### src/hdl/can_mode_regs.vh
// Register offsets, field positions and timing counts for the CAN mode and filter routing block.
// Assumes a plain register port with 16-bit data; included by the block's design file.
`ifndef CAN_MODE_REGS_VH
`define CAN_MODE_REGS_VH
`define ADDR_W 4
`define DATA_W 16
`define OFF_CTRL1 4'h0
`define OFF_BUFPNT4 4'h1
`define OFF_STATUS 4'h2
`define REQ_HI 10
`define REQ_LO 8
`define REP_HI 7
`define REP_LO 5
`define F15_HI 15
`define F15_LO 12
`define F14_HI 11
`define F14_LO 8
`define F13_HI 7
`define F13_LO 4
`define F12_HI 3
`define F12_LO 0
`define PTR_FIFO 4'hf
`define IDLE_BITS 4'hb
`define MODE_RESET 3'h4
`define CTRL1_RESET 16'h0480
`define CTRL1_KEEP 16'hf81f
`define BUFPNT4_RESET 16'h0000
`endif

### src/hdl/can_mode_and_filter_routing.v
// Operating-mode request/confirm logic and filter 12-15 buffer routing of a CAN controller.
// Assumes the bit-timing logic gives a one-cycle sample pulse with the sampled bus level,
// and that the acceptance logic gives a one-cycle hit pulse with the filter number.
// Notes on behaviour
// - Six operating modes, chosen by software.
// - Mode request field at control bits 10:8.
// - Mode in force reported at bits 7:5.
// - Hold current mode until bus allows switch.
// - Bus idle after eleven consecutive recessive bits.
// - Filter 15 pointer bits 15-12; 1111 selects FIFO.
// - Pointer 0000-1110 selects that receive buffer.
// - Filters 14,13,12 pointers at 11-8,7-4,3-0.
//
// Added by the designer: strobed register access and the placing of the registers.
`timescale 1ns/1ps
`include "can_mode_regs.vh"
module can_mode_and_filter_routing (
  input wire SYS_CLK,
  input wire RESETN,
  input wire [`ADDR_W-1:0] ADDR,
  input wire [`DATA_W-1:0] WDATA,
  input wire WR,
  input wire RD,
  output reg [`DATA_W-1:0] RDATA,
  input wire BIT_SAMPLE,
  input wire RX_LEVEL,
  input wire HIT_VALID,
  input wire [1:0] HIT_FILTER,
  output reg STORE_VALID,
  output reg STORE_FIFO,
  output reg [3:0] STORE_BUFFER,
  output wire [2:0] ACTIVE_MODE
);
  reg [2:0] req_r;
  reg [2:0] mode_r;
  reg [15:0] ctrl_other_r;
  reg [15:0] bufpnt_r;
  reg [3:0] recessive_cnt_r;
  wire rx_sync;
  wire samp_sync;
  reg samp_prev_r;
  reg [1:0] state_r;
  reg [1:0] state_nxt;
  reg [2:0] mode_nxt;
  reg store_fifo_nxt;
  reg [3:0] store_buf_nxt;

  // Switch control: in step with the request, or waiting for an idle bus
  localparam ST_HOLD = 2'b01;
  localparam ST_PEND = 2'b10;
  wire bus_idle;
  wire samp_edge;
  reg [3:0] sel_ptr;

  assign ACTIVE_MODE = mode_r;
  // Any of the eight mode codes is accepted; unused codes simply pass through
  assign bus_idle = (recessive_cnt_r >= `IDLE_BITS);
  // Sample pulse arrives from the bit-timing domain, so it is synchronised and edge-detected
  assign samp_edge = samp_sync & ~samp_prev_r;

  // Bus level resets recessive so no false dominant bit follows reset
  sync2 #(
    .RESET_VAL(1'b1)
  ) rx_sync_i (
    .clk(SYS_CLK),
    .rst_n(RESETN),
    .d(RX_LEVEL),
    .q(rx_sync)
  );

  sync2 #(
    .RESET_VAL(1'b0)
  ) samp_sync_i (
    .clk(SYS_CLK),
    .rst_n(RESETN),
    .d(BIT_SAMPLE),
    .q(samp_sync)
  );

  always @(posedge SYS_CLK or negedge RESETN) begin
    if (!RESETN) begin
      samp_prev_r <= 1'b0;
    end else begin
      samp_prev_r <= samp_sync;
    end
  end

  // Saturating counter: wrap-around would falsely drop the idle indication on a long idle bus
  always @(posedge SYS_CLK or negedge RESETN) begin
    if (!RESETN) begin
      recessive_cnt_r <= 4'h0;
    end else if (samp_edge) begin
      if (!rx_sync) begin
        recessive_cnt_r <= 4'h0;
      end else if (!bus_idle) begin
        recessive_cnt_r <= recessive_cnt_r + 4'h1;
      end
    end
  end

  always @(posedge SYS_CLK or negedge RESETN) begin
    if (!RESETN) begin
      req_r <= `MODE_RESET;
      mode_r <= `MODE_RESET;
      state_r <= ST_HOLD;
      ctrl_other_r <= 16'h0000;
      bufpnt_r <= `BUFPNT4_RESET;
    end else begin
      if (WR && ADDR == `OFF_CTRL1) begin
        req_r <= WDATA[`REQ_HI:`REQ_LO];
        ctrl_other_r <= WDATA & `CTRL1_KEEP;
      end
      if (WR && ADDR == `OFF_BUFPNT4) begin
        bufpnt_r <= WDATA;
      end
      mode_r <= mode_nxt;
      state_r <= state_nxt;
    end
  end

  // A request that arrives while the bus is busy is parked, never dropped
  always @* begin
    state_nxt = state_r;
    mode_nxt = mode_r;
    case (state_r)
      ST_HOLD: begin
        if (req_r != mode_r) begin
          if (bus_idle) begin
            mode_nxt = req_r;
          end else begin
            state_nxt = ST_PEND;
          end
        end
      end
      ST_PEND: begin
        if (req_r == mode_r) begin
          state_nxt = ST_HOLD;
        end else if (bus_idle) begin
          mode_nxt = req_r;
          state_nxt = ST_HOLD;
        end
      end
      default: begin
        state_nxt = ST_HOLD;
      end
    endcase
  end

  always @* begin
    case (HIT_FILTER)
      2'h3: sel_ptr = bufpnt_r[`F15_HI:`F15_LO];
      2'h2: sel_ptr = bufpnt_r[`F14_HI:`F14_LO];
      2'h1: sel_ptr = bufpnt_r[`F13_HI:`F13_LO];
      default: sel_ptr = bufpnt_r[`F12_HI:`F12_LO];
    endcase
  end

  // Buffer index reads zero for FIFO hits so software never sees a stale index
  always @* begin
    store_fifo_nxt = 1'b0;
    store_buf_nxt = sel_ptr;
    if (sel_ptr == `PTR_FIFO) begin
      store_fifo_nxt = HIT_VALID;
      store_buf_nxt = 4'h0;
    end
  end

  always @(posedge SYS_CLK or negedge RESETN) begin
    if (!RESETN) begin
      STORE_VALID <= 1'b0;
      STORE_FIFO <= 1'b0;
      STORE_BUFFER <= 4'h0;
    end else begin
      STORE_VALID <= HIT_VALID;
      STORE_FIFO <= store_fifo_nxt;
      STORE_BUFFER <= store_buf_nxt;
    end
  end

  always @(posedge SYS_CLK or negedge RESETN) begin
    if (!RESETN) begin
      RDATA <= 16'h0000;
    end else if (RD) begin
      case (ADDR)
        `OFF_CTRL1: RDATA <= (ctrl_other_r & `CTRL1_KEEP) | {5'h00, req_r, mode_r, 5'h00};
        `OFF_BUFPNT4: RDATA <= bufpnt_r;
        `OFF_STATUS: RDATA <= {11'h000, bus_idle, recessive_cnt_r};
        default: RDATA <= 16'h0000;
      endcase
    end else begin
      RDATA <= 16'h0000;
    end
  end
endmodule // can_mode_and_filter_routing

// Two-stage synchroniser; only the second stage may be read
module sync2 #(
  parameter [0:0] RESET_VAL = 1'b0
) (
  input wire clk,
  input wire rst_n,
  input wire d,
  output wire q
);
  reg meta_r;
  reg sync_r;

  assign q = sync_r;

  always @(posedge clk or negedge rst_n) begin
    if (!rst_n) begin
      meta_r <= RESET_VAL;
      sync_r <= RESET_VAL;
    end else begin
      meta_r <= d;
      sync_r <= meta_r;
    end
  end
endmodule // sync2

### config.mk
export PLATFORM = sky130hd
export DESIGN_NAME = can_mode_and_filter_routing
export DESIGN_NICKNAME = d
export VERILOG_FILES = /design/src/hdl/can_mode_and_filter_routing.v
export VERILOG_INCLUDE_DIRS = /design/src /design/src/hdl
export SDC_FILE = /design/constraint.sdc
export NUM_CORES = 1
export LEC_CHECK = 0
export ABC_CLOCK_PERIOD_IN_PS = 3600
export BUFFER_PORTS_ARGS = -buffer_cell sky130_fd_sc_hd__buf_2
export CELL_PAD_IN_SITES_DETAIL_PLACEMENT = 1
export CELL_PAD_IN_SITES_GLOBAL_PLACEMENT = 1
export CORE_MARGIN = 1.5
export CORE_UTILIZATION = 48
export DETAILED_ROUTE_END_ITERATION = 16
export GPL_TIMING_DRIVEN = 0
export PLACE_DENSITY_LB_ADDON = 0.1
export SLEW_MARGIN = 10
export SYNTH_ARGS = -nofsm -noshare
export SYNTH_HDL_FRONTEND = slang
export SYNTH_SLANG_ARGS = --single-unit
### constraint.sdc
create_clock -name SYS_CLK -period 3.6 [get_ports SYS_CLK]
set_clock_uncertainty 0.05 [all_clocks]
set_input_delay 0.54 -clock SYS_CLK [delete_from_list [all_inputs] [get_ports SYS_CLK]]
set_output_delay 0.54 -clock SYS_CLK [all_outputs]
set_load 0.005 [all_outputs]
==> results of run 1 <==
## stage by stage
step / std cells / utilization / hold slack, ps / setup WS (ps)
floorplan: 198 / - / 194 / 1930
global placement: 322 / 0.565 / 285 / 1690
detailed placement: 322 / 0.565 / 300 / 1680
CTS: 337 / 0.604 / 235 / 1670
global route: 337 / 0.604 / 221 / 1520
finish: 337 / 0.604 / 244 / 1680
## power by group through the flow
stage / Combinational (W) / Sequential (W) / Clock (W)
floorplan: 0.000245 / 0.000922 / 0
global placement: 0.000330 / 0.000945 / 0
detailed placement: 0.000350 / 0.000952 / 0
CTS: 0.000355 / 0.000940 / 0.000691
global route: 0.000390 / 0.000955 / 0.000723
finish: 0.000351 / 0.000938 / 0.000678
## worst min path at each step
| stage | slack [ps] | cells after the start | from | end |
|---|---|---|---|---|
| final | 240 | 1 | RESETN | recessive_cnt_r[3]$_DFFE_PN0P_ |
| after CTS | 230 | 1 | RX_LEVEL | rx_sync_i.meta_r$_DFF_PN1_ |
| after global routing | 220 | 1 | RX_LEVEL | rx_sync_i.meta_r$_DFF_PN1_ |
| after global placement | 280 | 0 | samp_sync_i.meta_r$_DFF_PN0_ | samp_sync_i.q$_DFF_PN0_ |
| after detailed placement | 300 | 0 | samp_sync_i.meta_r$_DFF_PN0_ | samp_sync_i.q$_DFF_PN0_ |
| after floorplan | 190 | 0 | RESETN | ACTIVE_MODE[0]$_DFFE_PN0P_ |
## routing by layer
layer	vias to the layer above	global-route usage	routed length [um]
met1	917	0.262	2560
met3	4	0.0770	252
met2	41	0.356	3110
met5	-	0	0
li1	811	-	-
met4	0	0.0632	55
## placed cells by master, fill, tap and decap left out, types with 2 or more instances in the layout
master,synthesis,layout
ha_1,3,3
inv_1,5,5
nor2_1,23,23
clkbuf_8,0,10
nor2b_1,2,2
mux2_4,10,10
a21oi_1,9,9
dfstp_2,5,5
dfrtp_1,60,60
buf_6,4,4
bufinv_16,0,2
mux4_2,4,4
a21boi_2,2,2
o21ai_0,5,5
clkinvlp_4,0,2
xor2_1,3,3
nand2_1,7,7
mux2i_1,16,16
mux2_2,22,22
and2_4,2,2
buf_2,2,53
a21boi_1,2,2
## flip-flops by register name (all words and copies together), names as in the netlist, 2 cells and up
register and flops:
ACTIVE_MODE 3, RDATA 16, bufpnt_r 16, state_r 2, req_r 3, recessive_cnt_r 4, STORE_BUFFER 4, ctrl_other_r 10
## cell families (layout without fill, tap and decap cells)
logic type               Yosys count  count (layout)
flip-flops                        65              65
multiplexers                      52              52
AND/OR/NAND/NOR                   42              42
AO/OA/AOI/OAI                     22              22
buffers and inverters             11              78
adder cells (fa/ha/maj)            3               3
XOR/XNOR                           3               3
## layout make-up
type,instances,share of cell area
Timing Repair Buffer,52,0.0785
Clock buffer,10,0.0411
Sequential cell,65,0.488
Clock inverter,5,0.0239
Buffer,6,0.0164
Inverter,5,0.00561
Multi-Input combinational cell,122,0.320
Tap cell,72,0.0269
==> flow_summary_export.csv, run 1 <==
group,metric,value,unit
finish,drive_above_1_share,0.460,
sta,maxSlewViolCount,0,
logic_synthesis,yosys_warnings,0,
clock_network,cts_root_buf,"clkbuf_8",
setup_path,reg2reg_setup_slack,1680,ps
sta,rsz0062_at_grt,"no",
setup_path,r2r-end,"ACTIVE_MODE[0]$_DFFE_PN0P_",
grt,grt_usage,0.214,
floorplan,die_h,79.1,um
clock_network,cts_tree,"built",
finish,postLayoutCellArea,3350,sq um
logic_synthesis,synth_area,2780,sq um
clock_network,cts-htree-levels,3,
power_and_ir_drop,seqPwrFrac,0.477,
floorplan,initial_core_util,0.501,
setup_path,crit_start,"recessive_cnt_r[0]$_DFFE_PN0P_",
finish,final.fill_count,579,
sta,worstMarginPinSlew,814,ps
routing,vias_per_cell,5.26,
power_and_ir_drop,clockPowerShare,0.345,
placement,placement.io_buffers,52,
logic_synthesis,yosysUniqueCellTypes,31,
routing,drc,0,
clock_network,clk_latency,340,ps
finish,regArea,1630,sq um
grt,grt_pass1_vias,1834,
logic_synthesis,synth-edff-count,0,
power_and_ir_drop,p_int,0.00145,W
clock_network,cts.repair.resized,0,
setup_path,worstPathMaxFanout,5,
finish,synthToLayoutAreaGrowth,20.5,%
clock_network,numCtsBuffers,9,
power_and_ir_drop,irDropWorstVdd,0.000344,V
clock_network,cts-hold-fix-buffers,0,
floorplan,die_w,79.1,um
setup_path,cp_cell_sequence,"ha_1, o21ai_0, nor2_1, mux2_2",
sta,max_freq,521,MHz
setup_path,endpoint,"ACTIVE_MODE[0]$_DFFE_PN0P_",
logic_synthesis,synth_top_area_share,0.541,
setup_path,rr_worst_depth,4,
power_and_ir_drop,netSwitchingFraction,0.263,
logic_synthesis,syn-instance-count,198,
floorplan,core,5540,sq um
logic_synthesis,synth_top_family_by_area,"multiplexers",
placement,dpl_cell_area,3130,sq um
worst_hold_path,min_path_type,"input pin to asynchronous set/reset pin",
finish,fin_nets,293,
sta,fin_tns_setup,0,ps
logic_synthesis,ys.flop_type,"dfrtp_1",
clock_network,clkSinkCount,65,
setup_path,crit_buf_inv,0,
logic_synthesis,async_reset_ff_frac,1.00,
finish,multi_input_area,1070,sq um
clock_network,ctsLongestPathBuffers,2,
power_and_ir_drop,p_per_area,588,nW/um^2
sta,fin_crit,1920,ps
logic_synthesis,synth_top_area_cell,"dfrtp_1",
sta,slew_headroom,0.457,
floorplan,row_count,27,
placement,gpl.final_weighted_congestion,0.743,
routing,drtPass1Iterations,5,
setup_path,end_kind,"flop",
placement,dp_hpwl,4150,um
grt,grt_pass1_wl,9650,um
setup_path,start_kind,"flop",
sta,period_share,0.534,
power_and_ir_drop,switchingPower,0.000517,W
setup_path,criticalPathCategory,"flop to flop",
routing,ant_nets,0,
floorplan,ioPinCount,54,
job,maxCapViolations,0,
setup_path,critPathMaxStageDelay,560,ps
grt,grt_antenna_before_repair,0,
logic_synthesis,avgSynthCellArea,14.0,sq um
outcome,status,"finished clean",
logic_synthesis,synth-seq-cells,65,
logic_synthesis,synthMuxAreaShare,0.233,
setup_path,crit_slowest_cell,"o21ai_0",
routing,vias,1773,
grt,grt_max_degree,66,
logic_synthesis,ys_seq_area_frac,0.588,
logic_synthesis,ys_top_cells_by_count,"dfrtp_1 (60), nor2_1 (23), mux2_2 (22), mux2i_1 (16), mux2_4 (10)",
routing,avgRoutedWirePerCell,17.7,um
logic_synthesis,synth-simple-area-share,0.0784,
logic_synthesis,synth_most_common_cell,"dfrtp_1",
clock_network,cts_setup_buffers,0,
setup_path,crit_cells,4,
logic_synthesis,synth_area_leaders,"dfrtp_1 (54%), mux2_2 (8.9%), mux2i_1 (5.8%), mux2_4 (5.4%), dfstp_2 (4.7%)",
routing,wl,5980,um
setup_path,worstPathRequired,3770,ps
power_and_ir_drop,static-leakage-power,1.71,nW
logic_synthesis,synth_xor_area_frac,0.00946,
sta,finalSetupViolCount,0,
power_and_ir_drop,combPwrFrac,0.179,
clock_network,clkTransAtPathRegs,70,ps
sta,hold_viol_final,0,
logic_synthesis,synth-compound-area-share,0.0509,
setup_path,cp.arrival,2090,ps
logic_synthesis,syn_nets,230,
floorplan,die_area,6250,sq um
grt,overflow,0,
setup_path,crit_family,"compound AO/OA/AOI/OAI gates",
logic_synthesis,synthAdderAreaFrac,0.0135,
routing,drtIter0Drc,95,
power_and_ir_drop,finalPower,0.00197,W
finish,diodes,0,
setup_path,r2r-start,"recessive_cnt_r[0]$_DFFE_PN0P_",
No activity file was read; power rests on OpenSTA's default activity.
==> run 2: changes to the inputs <==
--- a/config.mk
+++ b/config.mk
@@ -6,12 +6,12 @@
 export SDC_FILE = /design/constraint.sdc
 export NUM_CORES = 1
 export LEC_CHECK = 0
-export ABC_CLOCK_PERIOD_IN_PS = 3600
+export ABC_CLOCK_PERIOD_IN_PS = 1980
 export BUFFER_PORTS_ARGS = -buffer_cell sky130_fd_sc_hd__buf_2
 export CELL_PAD_IN_SITES_DETAIL_PLACEMENT = 1
 export CELL_PAD_IN_SITES_GLOBAL_PLACEMENT = 1
 export CORE_MARGIN = 1.5
-export CORE_UTILIZATION = 48
+export CORE_UTILIZATION = 44
 export DETAILED_ROUTE_END_ITERATION = 16
 export GPL_TIMING_DRIVEN = 0
 export PLACE_DENSITY_LB_ADDON = 0.1
==> constraint.sdc (replaced) <==
create_clock -name SYS_CLK -period 1.98 [get_ports SYS_CLK]
set_clock_uncertainty 0.05 [all_clocks]
set_input_delay 0.297 -clock SYS_CLK [delete_from_list [all_inputs] [get_ports SYS_CLK]]
set_output_delay 0.297 -clock SYS_CLK [all_outputs]
set_load 0.005 [all_outputs]
==> flow_summary_export.csv, run 2 (synthesized netlist as in run 1, its figures left out) <==
group,metric,value,unit
floorplan,die_area,6800,sq um
power_and_ir_drop,p_per_area,991,nW/um^2
clock_network,clk_latency,340,ps
floorplan,row_count,28,
worst_hold_path,min_path_type,"input pin to asynchronous set/reset pin",
finish,fin_nets,294,
sta,holdWs,-9.41,ps
sta,maxSlewViolCount,0,
setup_path,reg2reg_setup_slack,280,ps
routing,avgRoutedWirePerCell,16.4,um
sta,fin_tns_setup,0,ps
floorplan,core,5990,sq um
grt,grt_usage,0.183,
sta,worstMarginPinSlew,814,ps
setup_path,start_kind,"flop",
floorplan,die_w,82.5,um
sta,slew_headroom,0.457,
floorplan,initial_core_util,0.464,
setup_path,crit_slowest_cell,"dfrtp_1",
outcome,status,"finished with violations",
finish,fin_util,0.553,
grt,grt_pass1_vias,1754,
grt,grt_antenna_before_repair,0,
routing,wl,5610,um
sta,finalSetupViolCount,0,
finish,final_common_cell,"dfrtp_1",
finish,synthToLayoutAreaGrowth,19.2,%
setup_path,crit_buf_inv,0,
floorplan,ioPinCount,54,
placement,placement.io_buffers,52,
setup_path,end_kind,"flop",
setup_path,r2r-end,"ACTIVE_MODE[1]$_DFFE_PN0P_",
clock_network,clkSinkCount,65,
sta,layout_setup_ws,276,ps
clock_network,cts-htree-levels,3,
job,maxCapViolations,0,
power_and_ir_drop,static-leakage-power,1.69,nW
setup_path,r2r-start,"recessive_cnt_r[0]$_DFFE_PN0P_",
routing,drc,0,
sta,fin_crit,1700,ps
grt,overflow,0,
setup_path,crit_cells,4,
clock_network,cts_tree,"built",
placement,pre_cts_slack,63.7,ps
setup_path,worstPathRequired,2150,ps
setup_path,crit_family,"flip-flops",
sta,period_share,0.860,
setup_path,criticalPathCategory,"flop to flop",
setup_path,cp_cell_sequence,"ha_1, o21ai_1, nor2_1, mux2_2",
power_and_ir_drop,irDropWorstVdd,0.000468,V
placement,dp_hpwl,3990,um
clock_network,clkTransAtPathRegs,70,ps
placement,gpl.final_weighted_congestion,0.713,
grt,grt_max_degree,66,
routing,drtIter0Drc,47,
clock_network,cts_root_buf,"clkbuf_8",
outcome,violations,"negative hold slack",
grt,grt_pass1_wl,8670,um
setup_path,critPathMaxStageDelay,440,ps
clock_network,ctsLongestPathBuffers,2,
sta,hold_viol_final,5,
sta,rsz0062_at_grt,"no",
routing,drtPass1Iterations,2,
routing,vias_per_cell,5.09,
clock_network,numCtsBuffers,9,
floorplan,die_h,82.5,um
setup_path,worstPathMaxFanout,5,
sta,max_freq,587,MHz
setup_path,rr_worst_depth,4,
finish,diodes,0,
routing,ant_nets,0,
finish,largestRegisters,"RDATA (16), bufpnt_r (16), ctrl_other_r (10)",
finish,drive_above_1_share,0.449,
routing,vias,1741,
setup_path,cp.arrival,1870,ps
finish,final_cell_mix,"dfrtp_1 (60), buf_2 (53), nor2_1 (23), mux2_2 (22), mux2i_1 (16)",
[run 2: changes by cell type in the layout (fill, tap and decap cells not counted), sizes merged]
cell         delta
clkinvlp        -1
clkbuf          +3
bufinv          -2
clkinv          +1
dlygate4sd3     +1
[run 2: final cells by class]
type | instances | area, sq um
repair buffers | 53 | 273
multi-input cells | 122 | 1070
plain buffers | 6 | 55.1
well taps | 75 | 93.8
inverters | 5 | 18.8
fillers | 649 | 2680
clock buffers | 13 | 149
flip-flops and latches | 65 | 1630
clock inverters | 3 | 17.5
[run 2: timing repair]
| action | in CTS | in global routing |
|---|---|---|
| hold buffers | 1 | 0 |
| endpoints found under the hold margin | 1 | 0 |
| gates resized for setup | 0 | 1 |
| setup endpoints to repair | 0 | 3 |
| setup buffers | 0 | 0 |
[run 2: stage by stage]
stage	total power, W	cells	instance area (sq um)
after floorplan	0.00212	198	2780
after global placement	0.00231	325	3130
after detailed placement	0.00235	325	3130
after CTS	0.00333	342	3310
after global routing	0.00349	342	3310
final	0.00328	342	3310
[run 2: worst max path at each step]
stage,from,end
final,recessive_cnt_r[0]$_DFFE_PN0P_,ACTIVE_MODE[1]$_DFFE_PN0P_
after global routing,recessive_cnt_r[0]$_DFFE_PN0P_,ACTIVE_MODE[1]$_DFFE_PN0P_
after CTS,recessive_cnt_r[0]$_DFFE_PN0P_,ACTIVE_MODE[1]$_DFFE_PN0P_
after detailed placement,recessive_cnt_r[0]$_DFFE_PN0P_,ACTIVE_MODE[1]$_DFFE_PN0P_
after global placement,recessive_cnt_r[0]$_DFFE_PN0P_,ACTIVE_MODE[0]$_DFFE_PN0P_
after floorplan,state_r[0]$_DFFE_PN1P_,ACTIVE_MODE[0]$_DFFE_PN0P_
[run 2: power breakdown]
part	total, W	internal, W	switching [W]
clock network	0.000971	0.000486	0.000485
logic	0.000617	0.000353	0.000264
registers	0.00169	0.00155	0.000144
total	0.00328	0.00239	0.000892
[run 2: per-layer routing]
metal / vias to the layer above / track usage / wire (um)
met5: - / 0 / 0
met4: 0 / 0.0814 / 97
met3: 8 / 0.0505 / 244
met2: 41 / 0.284 / 2710
met1: 870 / 0.238 / 2550
li1: 822 / - / -
[run 2: worst register-to-register path, delay by kind of cell (launching register included)]
| kind | cells | cell delay [ps] |
|---|---|---|
| DFF | 1 | 440 |
| muxes | 1 | 310 |
| and+or+nand+nor | 1 | 180 |
| AOI/OAI and AO/OA | 1 | 370 |
| adders and majority gates | 1 | 240 |
